<file path="src/hw/ascr_cfg.svh">
`ifndef ASCR_CFG_SVH
`define ASCR_CFG_SVH

// Register byte addresses
`define ASCR_A_SECT_RATE   7'h13
`define ASCR_A_CLAMP_LO    7'h14
`define ASCR_A_CLAMP_MIX   7'h15
`define ASCR_A_CLAMP_HI    7'h16
`define ASCR_A_OFS0        7'h17
`define ASCR_A_OFS1        7'h18
`define ASCR_A_OFS_GAIN    7'h19
`define ASCR_A_GAIN_MID    7'h1A
`define ASCR_A_GAIN_KNEE   7'h1B
`define ASCR_A_KNEE_MID    7'h1C
`define ASCR_A_KNEE_TOP    7'h1D
`define ASCR_A_MAKER       7'h1E
`define ASCR_A_SIGNATURE   7'h1F
`define ASCR_A_PROC_CTRL   7'h23
`define ASCR_A_RAW_LO      7'h32
`define ASCR_A_RAW_HI      7'h33
`define ASCR_A_MAG         7'h34
`define ASCR_A_GCL         7'h35
`define ASCR_A_PROC_LO     7'h36
`define ASCR_A_PROC_HI     7'h37
`define ASCR_A_RATE_LO     7'h38
`define ASCR_A_RATE_HI     7'h39
`define ASCR_A_SAFE_LO     7'h3A
`define ASCR_A_SAFE_HI     7'h3B

// Configuration image span
`define ASCR_CFG_FIRST     7'h13
`define ASCR_CFG_LAST      7'h1E

// Writable masks of sparse bytes
`define ASCR_M_SECT_RATE   8'hF8
`define ASCR_M_KNEE_TOP    8'h9F
`define ASCR_M_PROC_CTRL   8'h60

// Field positions
`define ASCR_B_RATE_FILT   5
`define ASCR_B_EXT_DIS     3
`define ASCR_B_RED_RANGE   4
`define ASCR_B_LOCK        7
`define ASCR_B_DSP_RST     5
`define ASCR_B_FUSE_LOAD   6

// Reset values
`define ASCR_RST_BYTE      8'h00

`endif

</file>
<file path="src/hw/ascr_pkg.sv">
package ascr_pkg;

  typedef logic [7:0] ascr_byte_t;

  // Register access request from the link framer
  typedef struct packed {
    logic       wr;
    logic       rd;
    logic [6:0] addr;
    logic [7:0] wdata;
  } ascr_req_s;

  // Live results from the datapath
  typedef struct packed {
    logic [13:0] raw_angle;
    logic [7:0]  magnitude;
    logic [7:0]  gain_level;
    logic [11:0] proc_angle;
    logic [11:0] rate;
    logic [13:0] safety;
  } ascr_res_s;

  // Decoded configuration toward the datapath
  typedef struct packed {
    logic [1:0]  sector_sel;
    logic [2:0]  rate_filter;
    logic [11:0] upper_clamp_level;
    logic [11:0] lower_clamp_level;
    logic [19:0] offset;
    logic [16:0] gain;
    logic [13:0] transfer_knee_point;
    logic        ext_range_disable;
    logic        reduced_range;
    logic        customer_lock;
    logic [7:0]  maker_code;
  } ascr_cfg_s;

  typedef enum logic [1:0] {
    ASCR_RUN,
    ASCR_HOLD,
    ASCR_REFRESH
  } ascr_dsp_e;

endpackage : ascr_pkg

</file>
<file path="src/hw/ascr_regs.sv">
// Behaviour
// - Config byte 0x13 bits 7:5 select the rate filter.
// - Byte 0x1D bit 3 set disables the extended field range.
// - Byte 0x1D bit 4 set enables reduced angle range mode.
// - Byte 0x1F holds a signature over the whole configuration image.
// - Byte 0x23 bit 5 holds the signal processor in reset; read/write.
// - Raw 14-bit angle readable at 0x32 and 0x33 bits 5:0.
// - Processed 12-bit angle readable at 0x36 and 0x37 bits 3:0.
// - Byte 0x34 reads the field magnitude.
// - Byte 0x35 reads the gain control level.
// - 14-bit knee point spans 0x1B[7:5], 0x1C, 0x1D[2:0].
// - After processor reset the raw angle result is refreshed.
// - Programmed customer lock selects sensor output mode over supply pin.
`timescale 1ns/100ps
`default_nettype none
`include "ascr_cfg.svh"

module ascr_regs #(
  parameter int unsigned SIG_INIT = 8'h00
) (
  // Clock and reset
  input  wire logic              i_sys_clk,
  input  wire logic              i_rst_n,
  // Register access
  input  wire ascr_pkg::ascr_req_s i_req,
  output logic [7:0]             o_rdata,
  output logic                   o_rvalid,
  // Datapath results
  input  wire logic              i_res_valid,
  input  wire ascr_pkg::ascr_res_s i_res,
  // Datapath control
  output var ascr_pkg::ascr_cfg_s o_cfg,
  output logic                   o_dsp_reset,
  output logic                   o_fuse_load_check,
  output logic                   o_output_mode,
  output logic [7:0]             o_signature
);

  localparam int unsigned CFG_N  = 12;
  localparam logic [7:0]  M_SECT = `ASCR_M_SECT_RATE;
  localparam logic [7:0]  M_KNEE = `ASCR_M_KNEE_TOP;
  localparam logic [7:0]  M_CTRL = `ASCR_M_PROC_CTRL;

  // Refuse header values that the fixed byte array cannot serve
  initial begin
    if (SIG_INIT > 255) begin
      $error("SIG_INIT must fit one byte");
    end
    if (`ASCR_CFG_LAST - `ASCR_CFG_FIRST + 1 != CFG_N) begin
      $error("configuration span must be twelve bytes");
    end
    if (`ASCR_A_SIGNATURE != `ASCR_CFG_LAST + 1) begin
      $error("signature byte must follow the image");
    end
    if (`ASCR_A_SECT_RATE != `ASCR_CFG_FIRST) begin
      $error("image must start at the sector byte");
    end
    if (`ASCR_A_MAKER != `ASCR_CFG_LAST) begin
      $error("image must end at the maker byte");
    end
    // Decode below reads the range byte at a fixed index
    if (`ASCR_A_KNEE_TOP - `ASCR_CFG_FIRST != 10) begin
      $error("range byte must sit at image index ten");
    end
    if (!M_SECT[`ASCR_B_RATE_FILT]) begin
      $error("rate filter field not writable");
    end
    if (!M_KNEE[`ASCR_B_EXT_DIS] || !M_KNEE[`ASCR_B_RED_RANGE]) begin
      $error("range option bits not writable");
    end
    if (!M_KNEE[`ASCR_B_LOCK]) begin
      $error("lock bit not writable");
    end
    if (!M_CTRL[`ASCR_B_DSP_RST] || !M_CTRL[`ASCR_B_FUSE_LOAD]) begin
      $error("control bits not writable");
    end
    // Multi-byte results keep the low half at the lower address
    if (`ASCR_A_RAW_HI != `ASCR_A_RAW_LO + 1) begin
      $error("raw angle bytes out of order");
    end
    if (`ASCR_A_PROC_HI != `ASCR_A_PROC_LO + 1) begin
      $error("processed angle bytes out of order");
    end
    if (`ASCR_A_RATE_HI != `ASCR_A_RATE_LO + 1) begin
      $error("rate bytes out of order");
    end
    if (`ASCR_A_SAFE_HI != `ASCR_A_SAFE_LO + 1) begin
      $error("safety bytes out of order");
    end
  end

  ////////////////////////////////////////////////////////////////////////
  // Functions

  // Signature step over one image byte
  function automatic logic [7:0] sig_step(input logic [7:0] acc,
                                          input logic [7:0] b);
    logic [7:0] t;
    t = acc ^ b;
    sig_step = {t[6:0], t[7]} ^ {3'h0, t[7], t[7], t[7], 2'h0};
  endfunction : sig_step

  function automatic logic in_cfg(input logic [6:0] a);
    in_cfg = (a >= `ASCR_CFG_FIRST) && (a <= `ASCR_CFG_LAST);
  endfunction : in_cfg

  // Image byte index of a configuration address
  function automatic logic [3:0] cfg_idx(input logic [6:0] a);
    cfg_idx = 4'(a - `ASCR_CFG_FIRST);
  endfunction : cfg_idx

  ////////////////////////////////////////////////////////////////////////
  // Configuration image

  logic [7:0] cfg_r   [12];
  logic [7:0] cfg_nxt [12];
  logic [7:0] ctrl_r;
  logic [7:0] ctrl_nxt;
  logic [3:0] widx;

  always_comb begin
    widx = cfg_idx(i_req.addr);
    for (int i = 0; i < 12; i++) begin
      cfg_nxt[i] = cfg_r[i];
    end
    ctrl_nxt = ctrl_r;
    if (i_req.wr && in_cfg(i_req.addr)) begin
      cfg_nxt[widx] = i_req.wdata;
      if (i_req.addr == `ASCR_A_SECT_RATE) begin
        cfg_nxt[widx] = i_req.wdata & `ASCR_M_SECT_RATE;
      end
      if (i_req.addr == `ASCR_A_KNEE_TOP) begin
        cfg_nxt[widx] = i_req.wdata & `ASCR_M_KNEE_TOP;
      end
    end
    if (i_req.wr && (i_req.addr == `ASCR_A_PROC_CTRL)) begin
      ctrl_nxt = i_req.wdata & `ASCR_M_PROC_CTRL;
    end
  end

  always_ff @(posedge i_sys_clk or negedge i_rst_n) begin
    if (!i_rst_n) begin
      for (int i = 0; i < 12; i++) begin
        cfg_r[i] <= `ASCR_RST_BYTE;
      end
      ctrl_r <= `ASCR_RST_BYTE;
    end else begin
      for (int i = 0; i < 12; i++) begin
        cfg_r[i] <= cfg_nxt[i];
      end
      ctrl_r <= ctrl_nxt;
    end
  end

  ////////////////////////////////////////////////////////////////////////
  // Signature

  logic [7:0] sig_r;
  logic [7:0] sig_nxt;

  // Built from next values so it follows a write at once
  // signature over image
  always_comb begin
    sig_nxt = 8'(SIG_INIT);
    for (int i = 0; i < 12; i++) begin
      sig_nxt = sig_step(sig_nxt, cfg_nxt[i]);
    end
  end

  always_ff @(posedge i_sys_clk or negedge i_rst_n) begin
    if (!i_rst_n) begin
      sig_r <= `ASCR_RST_BYTE;
    end else begin
      sig_r <= sig_nxt;
    end
  end

  ////////////////////////////////////////////////////////////////////////
  // Result capture

  ascr_pkg::ascr_dsp_e dsp_r;
  ascr_pkg::ascr_dsp_e dsp_nxt;
  ascr_pkg::ascr_res_s res_r;
  ascr_pkg::ascr_res_s res_nxt;

  // Results frozen while held, reloaded once released
  always_comb begin
    dsp_nxt = dsp_r;
    res_nxt = res_r;
    unique case (dsp_r)
      ascr_pkg::ASCR_RUN: begin
        if (ctrl_r[`ASCR_B_DSP_RST]) begin
          dsp_nxt = ascr_pkg::ASCR_HOLD;
        end else if (i_res_valid) begin
          res_nxt = i_res;
        end
      end
      ascr_pkg::ASCR_HOLD: begin
        if (!ctrl_r[`ASCR_B_DSP_RST]) begin
          if (i_res_valid) begin
            res_nxt = i_res;
            dsp_nxt = ascr_pkg::ASCR_RUN;
          end else begin
            dsp_nxt = ascr_pkg::ASCR_REFRESH;
          end
        end
      end
      ascr_pkg::ASCR_REFRESH: begin
        if (ctrl_r[`ASCR_B_DSP_RST]) begin
          dsp_nxt = ascr_pkg::ASCR_HOLD;
        end else if (i_res_valid) begin
          res_nxt = i_res;
          dsp_nxt = ascr_pkg::ASCR_RUN;
        end
      end
      // Fourth code of the state word is illegal
      default: begin
        dsp_nxt = ascr_pkg::ASCR_RUN;
      end
    endcase
  end

  always_ff @(posedge i_sys_clk or negedge i_rst_n) begin
    if (!i_rst_n) begin
      dsp_r <= ascr_pkg::ASCR_RUN;
      res_r <= '0;
    end else begin
      dsp_r <= dsp_nxt;
      res_r <= res_nxt;
    end
  end

  ////////////////////////////////////////////////////////////////////////
  // Read port

  logic [7:0] rdata_r;
  logic [7:0] rdata_nxt;
  logic       rvalid_r;
  logic       rvalid_nxt;

  // No latch between byte halves; a value may move between two reads
  // side-effect-free little-endian reads
  always_comb begin
    rvalid_nxt = i_req.rd;
    rdata_nxt  = 8'h00;
    if (i_req.rd) begin
      if (in_cfg(i_req.addr)) begin
        rdata_nxt = cfg_r[cfg_idx(i_req.addr)];
      end
      unique case (i_req.addr)
        `ASCR_A_SIGNATURE: rdata_nxt = sig_r;
        `ASCR_A_PROC_CTRL: rdata_nxt = ctrl_r;
        `ASCR_A_RAW_LO:    rdata_nxt = res_r.raw_angle[7:0];
        `ASCR_A_RAW_HI:    rdata_nxt = {2'h0, res_r.raw_angle[13:8]};
        `ASCR_A_MAG:       rdata_nxt = res_r.magnitude;
        `ASCR_A_GCL:       rdata_nxt = res_r.gain_level;
        `ASCR_A_PROC_LO:   rdata_nxt = res_r.proc_angle[7:0];
        `ASCR_A_PROC_HI:   rdata_nxt = {4'h0, res_r.proc_angle[11:8]};
        `ASCR_A_RATE_LO:   rdata_nxt = res_r.rate[7:0];
        `ASCR_A_RATE_HI:   rdata_nxt = {4'h0, res_r.rate[11:8]};
        `ASCR_A_SAFE_LO:   rdata_nxt = res_r.safety[7:0];
        `ASCR_A_SAFE_HI:   rdata_nxt = {2'h0, res_r.safety[13:8]};
        default: begin
        end
      endcase
    end
  end

  always_ff @(posedge i_sys_clk or negedge i_rst_n) begin
    if (!i_rst_n) begin
      rdata_r  <= 8'h00;
      rvalid_r <= 1'b0;
    end else begin
      rdata_r  <= rdata_nxt;
      rvalid_r <= rvalid_nxt;
    end
  end

  ////////////////////////////////////////////////////////////////////////
  // Decoded outputs

  ascr_pkg::ascr_cfg_s cfg_out_r;
  ascr_pkg::ascr_cfg_s cfg_out_nxt;
  logic [2:0]          ctl_out_r;
  logic [2:0]          ctl_out_nxt;

  always_comb begin
    cfg_out_nxt.sector_sel  = cfg_nxt[0][4:3];
    cfg_out_nxt.rate_filter = cfg_nxt[0][7:`ASCR_B_RATE_FILT];
    cfg_out_nxt.upper_clamp_level = {cfg_nxt[2][3:0], cfg_nxt[1]};
    cfg_out_nxt.lower_clamp_level = {cfg_nxt[3], cfg_nxt[2][7:4]};
    cfg_out_nxt.offset = {cfg_nxt[6][3:0], cfg_nxt[5], cfg_nxt[4]};
    cfg_out_nxt.gain   = {cfg_nxt[8][4:0], cfg_nxt[7], cfg_nxt[6][7:4]};
    cfg_out_nxt.transfer_knee_point =
      {cfg_nxt[10][2:0], cfg_nxt[9], cfg_nxt[8][7:5]};
    cfg_out_nxt.ext_range_disable = cfg_nxt[10][`ASCR_B_EXT_DIS];
    cfg_out_nxt.reduced_range = cfg_nxt[10][`ASCR_B_RED_RANGE];
    cfg_out_nxt.customer_lock = cfg_nxt[10][`ASCR_B_LOCK];
    cfg_out_nxt.maker_code    = cfg_nxt[11];
    ctl_out_nxt[0] = ctrl_nxt[`ASCR_B_DSP_RST];
    ctl_out_nxt[1] = ctrl_nxt[`ASCR_B_FUSE_LOAD];
    ctl_out_nxt[2] = cfg_nxt[10][`ASCR_B_LOCK];
  end

  always_ff @(posedge i_sys_clk or negedge i_rst_n) begin
    if (!i_rst_n) begin
      cfg_out_r <= '0;
      ctl_out_r <= 3'h0;
    end else begin
      cfg_out_r <= cfg_out_nxt;
      ctl_out_r <= ctl_out_nxt;
    end
  end

  assign o_rdata           = rdata_r;
  assign o_rvalid          = rvalid_r;
  assign o_cfg             = cfg_out_r;
  assign o_dsp_reset       = ctl_out_r[0];
  assign o_fuse_load_check = ctl_out_r[1];
  assign o_output_mode     = ctl_out_r[2];
  assign o_signature       = sig_r;

endmodule : ascr_regs
`default_nettype wire

</file>
<file path="config.mk">
export PLATFORM = sky130hd
export DESIGN_NAME = ascr_regs
export DESIGN_NICKNAME = d
export VERILOG_FILES = /design/src/hw/ascr_pkg.sv /design/src/hw/ascr_regs.sv
export VERILOG_INCLUDE_DIRS = /design/src /design/src/hw
export SDC_FILE = /design/constraint.sdc
export NUM_CORES = 1
export LEC_CHECK = 0
export BUFFER_PORTS_ARGS = -buffer_cell sky130_fd_sc_hd__clkbuf_2
export CAP_MARGIN = 20
export CORE_MARGIN = 5
export CORE_UTILIZATION = 30
export DETAILED_ROUTE_END_ITERATION = 7
export GPL_TIMING_DRIVEN = 0
export SYNTH_ARGS = -nofsm -noshare
export SYNTH_HDL_FRONTEND = slang
export SYNTH_SLANG_ARGS = --single-unit
</file>
<file path="constraint.sdc">
create_clock -name i_sys_clk -period 2.7 [get_ports i_sys_clk]
set_input_delay 0.135 -clock i_sys_clk [delete_from_list [all_inputs] [get_ports i_sys_clk]]
set_output_delay 0.135 -clock i_sys_clk [all_outputs]
set_load 0.02 [all_outputs]
</file>
* Word-level counts from Yosys, hierarchy flattened
Index checks and enable logic that the tools add are counted.
** Storage, ports and cells
- Input port bits :: 88
- Word-level logic and storage cells :: 113
- Register bits after elaboration :: 271
- Output and inout bits :: 111
** Cells by class
- Equality and inequality tests :: 19
- Reduce and logical (&&, ||, !) cells :: 8
- $lt $le $gt $ge :: 4
- $add $sub $neg :: 1
- Bitwise operators :: 25
- Mux-type cells :: 22
** Operators with widths (number)
- 96-bit two-way mux :: 4
- 96-bit bitwise mux :: 3
- 8-bit one-hot mux with 12 select lines :: 1
- 8-bit by 5-bit XOR with 8-bit output :: 12
- 8-bit XOR :: 11
- 7-bit by 6-bit equality test with 1-bit output, second input constant :: 11
- 8-bit two-way mux :: 5
- 8-bit binary-select mux with 4-bit select :: 1
- 8-bit demux with 4-bit select :: 1
- 7-bit by 5-bit equality test with 1-bit output, second input constant :: 3
- 2-bit two-way mux :: 5
- 7-bit by 5-bit greater-or-equal comparator with 1-bit output, second input constant :: 1
- 7-bit by 5-bit less-or-equal comparator with 1-bit output, second input constant :: 1
- 7-bit two-way mux :: 1
- 2-bit one-hot mux with 3 select lines :: 1
- 3-bit AND reduction :: 2
- 5-bit greater-or-equal comparator, second input constant :: 1
- 5-bit by 1-bit < comparator with 1-bit output, second input constant :: 1
- 4-bit NOT with 5-bit output :: 1
- 1-bit logical AND :: 4
- 2-bit != test, second input constant :: 2
- 4-bit by 2-bit subtractor with 4-bit output, second input constant :: 1
- 3-bit != test, second input constant :: 1
- 3-bit OR reduction :: 1
- other kinds (4) :: 4

* Logic depth before layout (Yosys ltp)
Gate-level depths: netlist (run 1).
- Word-level depth :: 36
- Mapped depth :: 15
- Depth with buffers taken out :: 13

* Worst setup path after synthesis (run 1)
Ideal clock, no wire load.
- Path type :: input to register
- From :: input port i_req[8] (netlist name)
- To :: register sig_r[3], in the netlist o_signature[3]
- Arrival :: 4194 ps
- Path slack :: -1629 ps
- Library setup time :: 136 ps
- Stages on the path :: 14
- Buffers on the path :: 2
- Cell sequence :: buf_6 -> buf_1 -> inv_1 -> ha_1 -> nand2b_1 -> o21ai_1 -> nor2_4 -> nand4_4 -> mux2_4 -> xor3_1 -> xnor3_2 -> xnor3_2 -> xnor3_1 -> xor3_1
** RTL lines
- start: declaration :: line ascr_regs.sv:25 : input wire ascr_pkg::ascr_req_s i_req,
- end signal: assignment :: line ascr_regs.sv:172 : sig_r <= `ASCR_RST_BYTE;
- end signal: assignment :: line ascr_regs.sv:174 : sig_r <= sig_nxt;
- end: declaration :: line ascr_regs.sv:158 : logic [7:0] sig_r;

* Final worst setup path (run 1)
- From :: input port i_req[8] (netlist name)
- To :: register sig_r[3], in the netlist o_signature[3]
** Between the ends
- Longest elaborated chain between the ends :: 36
** RTL lines
- 4-bit by 2-bit subtractor with 4-bit output (no line)
- 4-bit NOT with 5-bit output (implied by the code) :: line ascr_regs.sv:128 : cfg_nxt[widx] = i_req.wdata;
- 5-bit greater-or-equal comparator (implied by the code) / 5-bit by 1-bit < comparator with 1-bit output (equally long branches) :: line ascr_regs.sv:128
- 1-bit logical AND :: line ascr_regs.sv:128
- 8-bit two-way mux :: line ascr_regs.sv:128
- 8-bit demux with 4-bit select :: line ascr_regs.sv:128
- 96-bit bitwise mux :: line ascr_regs.sv:128
- 96-bit bitwise mux (no line)
- [... 21 more ...]
- 8-bit by 5-bit XOR with 8-bit output :: line ascr_regs.sv:100 : sig_step = {t[6:0], t[7]} ^ {3'h0, t[7], t[7], t[7], 2'h0};
- 8-bit XOR :: line ascr_regs.sv:99 : t = acc ^ b;
- 8-bit by 5-bit XOR with 8-bit output :: line ascr_regs.sv:100
- 8-bit XOR :: line ascr_regs.sv:99
- 8-bit by 5-bit XOR with 8-bit output :: line ascr_regs.sv:100
- 8-bit XOR (*) :: line ascr_regs.sv:99
- 8-bit by 5-bit XOR with 8-bit output (*) :: line ascr_regs.sv:100
- via sig_nxt[3] :: line ascr_regs.sv:159 : logic [7:0] sig_nxt;
The timed path passes the listed nets; every way through them passes the cells marked *. The select of a mux whose other input is x is not followed.
A chain may end at the register's enable or synchronous reset.

==> results.yml, run 1 <==
finish:
  fin_nets: 1271
  fin_util: 0.422
  layout_commonest_cell: "clkbuf_2"
  final_cell_mix: "clkbuf_2 (198), dfrtp_1 (185), buf_4 (144)"
  final_cell_count_no_fill: 1647
  area_growth_pct: 39.5
  num-fill-cells: 3257
  layout-drive-gt1-share: 0.523
placement:
  hpwl_um: 27300
  io_buffers: 197
  dpl_worst_slack_ns: -1.94
  gp_congestion: 0.868
  placed_cells: 1474
power:
  leakage_nw: 7.13
  powerDensity_nw_per_um2: 706
  vdd_drop_max_v: 0.000516
detailed_routing:
  drt-initial-drc-count: 584
  drt_pre_antenna_iters: 8
  wl_per_cell_um: 22.8
  via_per_inst: 4.81
  wl_um: 37600
  routed-via-count: 7925
  final_antenna_net_count: 0
  drc: 0
cts:
  tritoncts.num_buffers: 17
  cts_max_level: 4
  numClockSinks: 185
  insertion_delay_ns: 0.45
  clockBufferDepth: 2
  root_buffer: "clkbuf_16"
  cts_tree: "done"
  path_clk_slew_ns: 0.07
floorplanning:
  die_x_um: 196
  coreArea_um2: 34400
  start_util: 0.303
  rows: 68
  die_h_um: 196
  io_pins: 199
  design.die.area_um2: 38500
yosys:
  async_flop_share: 1.00
  yosysWarnings: 0
  synthCells: 820
  ys.flop_type: "dfrtp_1"
  postSynthAreaPerCell_um2: 12.7
  synth_edf_count: 0
  syn-num-nets: 914
  synth_seq_cells: 185
  netlist_area_um2: 10400
  yosysSeqAreaShare: 0.445
  yosysUniqueCellTypes: 62
sta:
  skew_ns: 0.00907
  post-route-min-period_ns: 3.49
  worst_pin_slew_ns: 1.01
  fmax_mhz: 287
  hold_viol: 0
  slew_headroom: 0.328
  grt_setup_unrepaired: "yes"
  finalWorstSetupSlack_ns: -0.785
  timing.final.crit_share: 1.29
  setup_viol: 8
  drv_slew: 0
job:
  cap_violations: 0
worst_setup_path:
  required_ns: 3.01
  cp_max_fo: 10
  startpoint_type: "input pin"
  crit_path_end_kind: "register"
  cp.arrival_ns: 3.80
  path_class: "input pin to register"
  ff2ff_path_depth: 9
min_path:
  hold_path_class: "input pin to register"
  hold_depth: 2
outcome:
  outcome: "finished with violations"
  violations: "setup timing"
grt:
  grt_pass1_vias: 8581
  gr-total-overflow: 0
  grt_pass1_wl_um: 54800
  antenna_found_initial: 4
  grt_start_max_net_pins: 96
  grtUsageTotal: 0.191
flip-flops by register name (all words and copies together), names as in the netlist:
name	count
res_r	68
cfg_r	12
dsp_r	2
o_cfg	84
o_rvalid	1
o_signature	8
ctl_out_r	2
o_rdata	8
where the power goes:
part           internal, mW  leakage [nW]  switching (mW)
Combinational          2.45          4.47            1.88
Clock                  1.40         0.281            1.16
Sequential             3.11          2.38           0.237
cell families (layout without fill, tap and decap cells):
kind of cell,Yosys count,after routing,share of synthesized area
XOR/XNOR,92,92,0.121
multiplexers,169,169,0.207
AND/OR/NAND/NOR,119,119,0.0582
flip-flops,185,185,0.445
other,0,2,0
buffers and inverters,149,519,0.0880
adder cells (fa/ha/maj),6,6,0.00721
AO/OA/AOI/OAI,100,100,0.0736
worst max-delay path: stages:
cell and delay [ns]:
clkbuf_16 0.13, buf_12 0.13, buf_12 0.12, inv_8 0.05, ha_4 0.12, nand2b_4 0.16
o2111ai_4 0.15, a211o_1 0.32, buf_4 0.16, buf_8 0.14, mux2i_4 0.20, xnor2_2 0.19
xor3_1 0.24, xnor3_1 0.41, xnor3_2 0.45, xor3_2 0.26, xor3_1 0.44
synthesized netlist by cell type, drive strengths merged, types with 12 or more instances:
cell type | count | area [um2]
xnor2 | 31 | 272
xnor3 | 20 | 453
mux2i | 21 | 210
xor2 | 29 | 254
dfrtp | 185 | 4630
clkbuf | 23 | 86.3
inv | 22 | 82.6
mux4 | 24 | 541
nor2 | 18 | 75.1
nand2 | 61 | 229
o21ai | 35 | 179
xor3 | 12 | 285
mux2 | 124 | 1400
buf | 104 | 747
layout make-up:
type / instances / area (um2) / area share
Antenna cell: 2 / 5.00 / 0.000345
Timing Repair Buffer: 342 / 2450 / 0.169
Buffer: 123 / 896 / 0.0617
Clock buffer: 19 / 443 / 0.0305
Clock inverter: 13 / 141 / 0.00974
Sequential cell: 185 / 4630 / 0.319
Multi-Input combinational cell: 486 / 5290 / 0.365
Tap cell: 455 / 569 / 0.0392
Inverter: 22 / 90.1 / 0.00620
repair_timing:
item / CTS / global route
resized for setup: 52 / 55
endpoints found under the setup margin: 15 / 9
hold buffers: 73 / 0
buffers inserted: 38 / 33
hold endpoints to repair: 162 / 0
pin swaps: 26 / 32
worst paths after layout:
kind                                        from                  endpoint  slack (ns)
hold / removal                          i_req[4]       cfg_r[28]$_DFF_PN0_        0.01
setup reg to reg             o_cfg[88]$_DFF_PN0_  o_signature[3]$_DFF_PN0_       -0.32
setup / recovery                        i_req[8]  o_signature[3]$_DFF_PN0_       -0.79
min in group asynchronous                i_rst_n        o_rvalid$_DFF_PN0_        0.32
hold reg to reg            res_r[56]$_DFFE_PN0P_     res_r[56]$_DFFE_PN0P_        0.51
max in group asynchronous                i_rst_n        o_cfg[6]$_DFF_PN0_        1.42
per-layer routing:
metal	up-vias	GRT usage	share of wire	wire length [um]
met5	-	0	0.00090	34
met4	4	0.0657	0.029	1080
met3	61	0.0460	0.059	2220
met2	251	0.316	0.49	18500
met1	4051	0.246	0.42	15700
li1	3558	-	-	-
through the flow:
step | area [um2] | total power, mW | setup TNS (ns) | hold WS (ns)
final | 14500 | 10.2 | -4.70 | 0.0121
after global routing | 14500 | 10.6 | -5.25 | 0.0172
after CTS | 14100 | 10.0 | -4.88 | 0.0177
after detailed placement | 12200 | 6.93 | -19.11 | 0.264
after global placement | 12100 | 6.88 | -423.86 | 0.261
after floorplan | 10500 | 5.88 | -4.32 | -0.161
No activity file was read; power rests on OpenSTA's default activity.
==> run 2, diff against run 1 <==
--- a/config.mk
+++ b/config.mk
@@ -12,6 +12,7 @@
 export CORE_UTILIZATION = 30
 export DETAILED_ROUTE_END_ITERATION = 7
 export GPL_TIMING_DRIVEN = 0
+export RECOVER_POWER = 100
 export SYNTH_ARGS = -nofsm -noshare
 export SYNTH_HDL_FRONTEND = slang
 export SYNTH_SLANG_ARGS = --single-unit
==> run 2 against run 1 <==
  * The flow finishes with violations (capacitance limit, slew limit, setup timing)
  * Routed wire length fell by 0.15%
  * First-iteration DRC count fell by 6.3%
  * Core utilization fell by 0.45 points
  * Clock skew rose by 0.0012 ns
  * Critical endpoint unchanged
  * Largest cell class unchanged
  * Highest routed layer unchanged
==> results.yml, run 2 (synthesis gave the netlist of run 1 again) <==
worst_setup_path:
  crit_slowest_cell: "xnor3_2"
  slowest_delay_ns: 0.45
  path_class: "input pin to register"
  crit_start: "i_req[8]"
  crit_path_end_kind: "register"
  cpLargestDelayFamily: "XOR/XNOR gates"
  cp_max_fo: 10
  startpoint_type: "input pin"
  cp.arrival_ns: 3.79
  r2r_start: "o_cfg[88]$_DFF_PN0_"
  required_ns: 3.01
  path_buf_inv: 6
  worstPathCellList: "clkbuf_16 -> buf_12 -> buf_12 -> inv_8 -> ha_4 -> nand2b_4 -> o2111ai_4 -> a211o_1 -> buf_4 -> buf_8 -> mux2i_4 -> xnor2_2 -> xor3_1 -> xnor3_1 -> xnor3_2 -> xor3_2 -> xor3_1"
grt:
  grt_pass1_vias: 8581
  grtUsageTotal: 0.191
  gr-total-overflow: 0
  grt_pass1_wl_um: 54800
  use_met2: 0.316
  grt_start_max_net_pins: 96
  antenna_found_initial: 4
  use_met3: 0.0460
  grt.busiest_layer: "met2"
  met1_usage: 0.246
detailed_routing:
  drt-initial-drc-count: 547
  wl_per_cell_um: 22.8
  drt_pre_antenna_iters: 5
  final_antenna_net_count: 0
  wl_um: 37500
  drc: 0
  routed-via-count: 7930
  via_per_inst: 4.81
finish:
  layout-drive-gt1-share: 0.429
  num-fill-cells: 3300
  area_growth_pct: 38.0
  fin_nets: 1271
  seq_area_um2: 4630
  final_cell_count_no_fill: 1647
  final_area_um2: 14400
  largest_reg_flops: 84
  layout_commonest_cell: "dfrtp_1"
  multi_input_area_um2: 5290
  final_cell_mix: "dfrtp_1 (185), buf_4 (144), clkbuf_1 (124)"
placement:
  place_area_um2: 12200
  gp_congestion: 0.868
  hpwl_um: 27300
  placed_cells: 1474
  io_buffers: 197
cts:
  numClockSinks: 185
  root_buffer: "clkbuf_16"
  clockBufferDepth: 2
  path_clk_slew_ns: 0.07
  cts_tree: "done"
  cts_max_level: 4
  insertion_delay_ns: 0.45
  tritoncts.num_buffers: 17
sta:
  tns_ns: -4.65
  timing.final.crit_share: 1.29
  hold_viol: 0
  skew_ns: 0.0103
  post-route-min-period_ns: 3.47
  slew_headroom: -0.420
  drv_slew: 91
  finalWorstSetupSlack_ns: -0.774
  fmax_mhz: 288
  grt_setup_unrepaired: "yes"
  setup_viol: 8
  worst_pin_slew_ns: 2.13
  timing.hold.ws_ns: 0.00750
power:
  powerDensity_nw_per_um2: 709
  vdd_drop_max_v: 0.000518
  leakage_nw: 6.75
  power_mw: 10.2
floorplanning:
  coreArea_um2: 34400
  rows: 68
  start_util: 0.303
  die_x_um: 196
  io_pins: 199
  die_h_um: 196
  design.die.area_um2: 38500
min_path:
  hold_path_class: "input pin to register"
  hold_path.startpoint: "i_req[4]"
outcome:
  violations: "capacitance limit, slew limit, setup timing"
  outcome: "finished with violations"
job:
  cap_violations: 1
==> run 2: changes by cell type in the layout (fill, tap and decap cells not counted) <==
cell / change
and2_0: +1
and2_1: -1
buf_12: +1
buf_16: -1
buf_2: +1
clkbuf_1: +112
clkbuf_2: -112
clkbuf_8: -1
==> run 2: through the flow <==
step                      setup slack [ns]  utilization
after CTS                           -0.816        0.409
after global routing                -0.845        0.418
after global placement               -2.21        0.352
after detailed placement             -1.94        0.354
after floorplan                     -0.813            -
final                               -0.774        0.418
==> run 2: worst register-to-register path: stages, from the launching register on <==
cell	delay, ns
dfrtp_1	0.47
xnor2_1	0.36
xor2_1	0.18
mux2i_1	0.11
mux2i_1	0.20
xnor2_1	0.15
xnor3_1	0.36
xnor2_2	0.25
xor3_2	0.41
xor3_1	0.40
==> run 2: worst paths after layout <==
path	depth (start not counted)	slack [ns]	to
worst min register to register	1	0.51	res_r[56]$_DFFE_PN0P_
max in group asynchronous	3	0.47	o_cfg[45]$_DFF_PN0_
worst min-delay path	2	0.007	cfg_r[28]$_DFF_PN0_
worst max register to register	9	-0.31	o_signature[3]$_DFF_PN0_
min in group asynchronous	2	0.85	o_rvalid$_DFF_PN0_
worst max-delay path	17	-0.77	o_signature[3]$_DFF_PN0_
==> run 2: area by class of cell <==
cell class,instances,share of cell area
clock buffers,19,0.0308
plain buffers,123,0.0624
clock inverters,13,0.00984
inverters,22,0.00627
repair buffers,342,0.160
flip-flops and latches,185,0.322
well taps,455,0.0396
multi-input cells,486,0.368
diodes,2,0.000348
==> run 2: report_power, final <==
| group | switching (mW) | internal (mW) | total, mW |
|---|---|---|---|
| clock | 1.16 | 1.40 | 2.56 |
| combinational | 1.87 | 2.40 | 4.28 |
| sequential | 0.235 | 3.11 | 3.35 |
==> run 2: what timing repair did <==
action                     4_1_cts  5_1_grt
setup endpoints to repair       15        9
hold endpoints to repair       162        0
pin swaps                       26       32
gates resized for setup         52       55
buffers inserted                38       33
hold buffers                    73        0
==> run 2: routing by layer <==
layer  vias to the layer above  share of wire
met2                       255           0.49
met5                         -        0.00091
met1                      4049           0.42
met3                        66          0.059
li1                       3556              -
met4                         4          0.030
==> run 3, diff against run 2 <==
--- a/config.mk
+++ b/config.mk
@@ -16,3 +16,4 @@
 export SYNTH_ARGS = -nofsm -noshare
 export SYNTH_HDL_FRONTEND = slang
 export SYNTH_SLANG_ARGS = --single-unit
+export TNS_END_PERCENT = 50
==> constraint.sdc (replaced) <==
create_clock -name i_sys_clk -period 2.96 [get_ports i_sys_clk]
set_input_delay 0.148 -clock i_sys_clk [delete_from_list [all_inputs] [get_ports i_sys_clk]]
set_output_delay 0.148 -clock i_sys_clk [all_outputs]
set_load 0.02 [all_outputs]
==> run 3 against run 2 <==
  * The run still ends with capacitance limit, slew limit, setup timing left
  * Routed wire length is 3.2% lower
  * Final area fell by 1.1%
  * Flip-flop and latch count did not move
  * Via count is 0.34% higher
  * Core utilization down 0.45 points
  * Critical endpoint is now o_signature[4]$_DFF_PN0_
  * Largest cell class unchanged
==> results.yml, run 3 (synthesis gave the netlist of run 1 again) <==
outcome:
  outcome: "finished with violations"
  violations: "capacitance limit, slew limit, setup timing"
job:
  cap_violations: 1
power:
  leakage_nw: 6.66
  vdd_drop_max_v: 0.000529
  powerDensity_nw_per_um2: 657
finish:
  num-fill-cells: 3328
  area_growth_pct: 36.5
  layout_commonest_cell: "dfrtp_1"
  layout-drive-gt1-share: 0.417
  fin_nets: 1258
  multi_input_area_um2: 5290
  seq_area_um2: 4630
  final_cell_mix: "dfrtp_1 (185), buf_4 (136), clkbuf_1 (125)"
  largest_reg_flops: 84
  final_area_um2: 14200
cts:
  insertion_delay_ns: 0.45
  path_clk_slew_ns: 0.07
  numClockSinks: 185
  clockBufferDepth: 2
  tritoncts.num_buffers: 17
  root_buffer: "clkbuf_16"
  cts_tree: "done"
  cts_max_level: 4
detailed_routing:
  routed-via-count: 7957
  drt_pre_antenna_iters: 5
  via_per_inst: 4.87
  drt-initial-drc-count: 479
  wl_um: 36300
  drc: 0
  wl_per_cell_um: 22.3
  final_antenna_net_count: 0
worst_setup_path:
  crit_path_end_kind: "register"
  path_class: "input pin to register"
  crit_start: "i_req[8]"
  r2r-end: "o_signature[2]$_DFF_PN0_"
  ff2ff_path_depth: 10
  required_ns: 3.28
  r2r_start: "o_cfg[88]$_DFF_PN0_"
  critPathCapture: "o_signature[4]$_DFF_PN0_"
  cp.arrival_ns: 3.77
  cp_max_fo: 5
  startpoint_type: "input pin"
  reg2reg_slack_ns: -0.09
sta:
  hold_viol: 0
  timing.final.crit_share: 1.17
  setup_viol: 8
  worst_pin_slew_ns: 2.33
  grt_setup_unrepaired: "yes"
  finalWorstSetupSlack_ns: -0.495
  drv_slew: 88
  post-route-min-period_ns: 3.46
  fmax_mhz: 289
  slew_headroom: -0.552
  skew_ns: 0.0104
grt:
  grtUsageTotal: 0.187
  grt_pass1_wl_um: 53800
  gr-total-overflow: 0
  antenna_found_initial: 3
  grt_start_max_net_pins: 99
  grt_pass1_vias: 8604
floorplanning:
  design.die.area_um2: 38500
  start_util: 0.303
  coreArea_um2: 34400
  die_h_um: 196
  io_pins: 199
  rows: 68
  die_x_um: 196
min_path:
  hold_path_class: "input pin to register"
placement:
  hpwl_um: 26800
  dpl_worst_slack_ns: -1.70
  io_buffers: 197
  place_area_um2: 12100
  gp_congestion: 0.878
-- run 3: cell count changes in the layout (fill, tap and decap cells not counted), sizes merged --
cell / change
clkbuf: +2
buf: -15
inv: -2
bufinv: +1
-- run 3: where the power goes --
| part | total (mW) | switching (mW) | internal, mW |
|---|---|---|---|
| Sequential | 3.06 | 0.223 | 2.84 |
| Combinational | 3.84 | 1.64 | 2.20 |
| Clock | 2.44 | 1.06 | 1.38 |
| Total | 9.34 | 2.92 | 6.42 |
-- run 3: stage by stage --
step           setup TNS [ns]  power (mW)  cells  hold WS (ns)   util
2_1_floorplan           -2.49        5.37    820        -0.148      -
3_3_place_gp          -372.70        6.28   1472         0.274  0.352
3_5_place_dp           -14.85        6.30   1473         0.266  0.353
4_1_cts                 -3.11        9.15   1616       0.00268  0.409
5_1_grt                 -7.46        9.75   1633       0.00981  0.413
6_report                -2.65        9.34   1633        0.0252  0.413
-- run 3: area by class of cell --
cell class                 instances  share of cell area
antenna                            2            0.000352
buffer                           124              0.0628
clock buffer                      19              0.0319
clock inverter                    12              0.0116
inverter                          22             0.00669
multi-input combinational        486               0.372
sequential                       185               0.326
tap                              455              0.0401
timing repair buffer             328               0.148
-- run 3: worst min path at each step --
stage	slack, ns	start	depth (start not counted)	endpoint
after CTS	0.003	i_req[4]	2	cfg_r[28]$_DFF_PN0_
after global routing	0.01	i_req[4]	2	cfg_r[28]$_DFF_PN0_
final	0.03	i_req[4]	2	cfg_r[28]$_DFF_PN0_
after floorplan	-0.15	i_rst_n	0	cfg_r[10]$_DFF_PN0_
after detailed placement	0.27	i_rst_n	1	o_rvalid$_DFF_PN0_
after global placement	0.27	i_req[15]	1	o_rvalid$_DFF_PN0_
-- run 3: worst max-delay path: stages --
cell and delay, ns:
clkbuf_16 0.13, buf_12 0.13, buf_12 0.12, clkinv_8 0.04, ha_4 0.11, nand2b_4 0.15, buf_6 0.11, o21ai_4 0.07
nor2_4 0.19, nand4_1 0.13, buf_6 0.17, buf_6 0.13, buf_12 0.12, mux2_4 0.33, xnor2_4 0.14, xnor3_2 0.43
xnor3_2 0.44, buf_6 0.14, buf_6 0.10, xor3_1 0.19, xnor3_1 0.23
-- run 3: repair_timing --
action / 4_1_cts / 5_1_grt
pin swaps: 23 / 17
hold buffers: 73 / 0
setup endpoints to repair: 14 / 8
endpoints found under the hold margin: 159 / 0
gates resized for setup: 60 / 45
buffers inserted: 42 / 15
-- run 3: layer usage --
metal	GRT usage	vias up	share of wire
li1	-	3536	-
met1	0.239	4072	0.41
met2	0.306	276	0.49
met3	0.0433	71	0.070
met4	0.0771	2	0.034
met5	0	-	0.00036
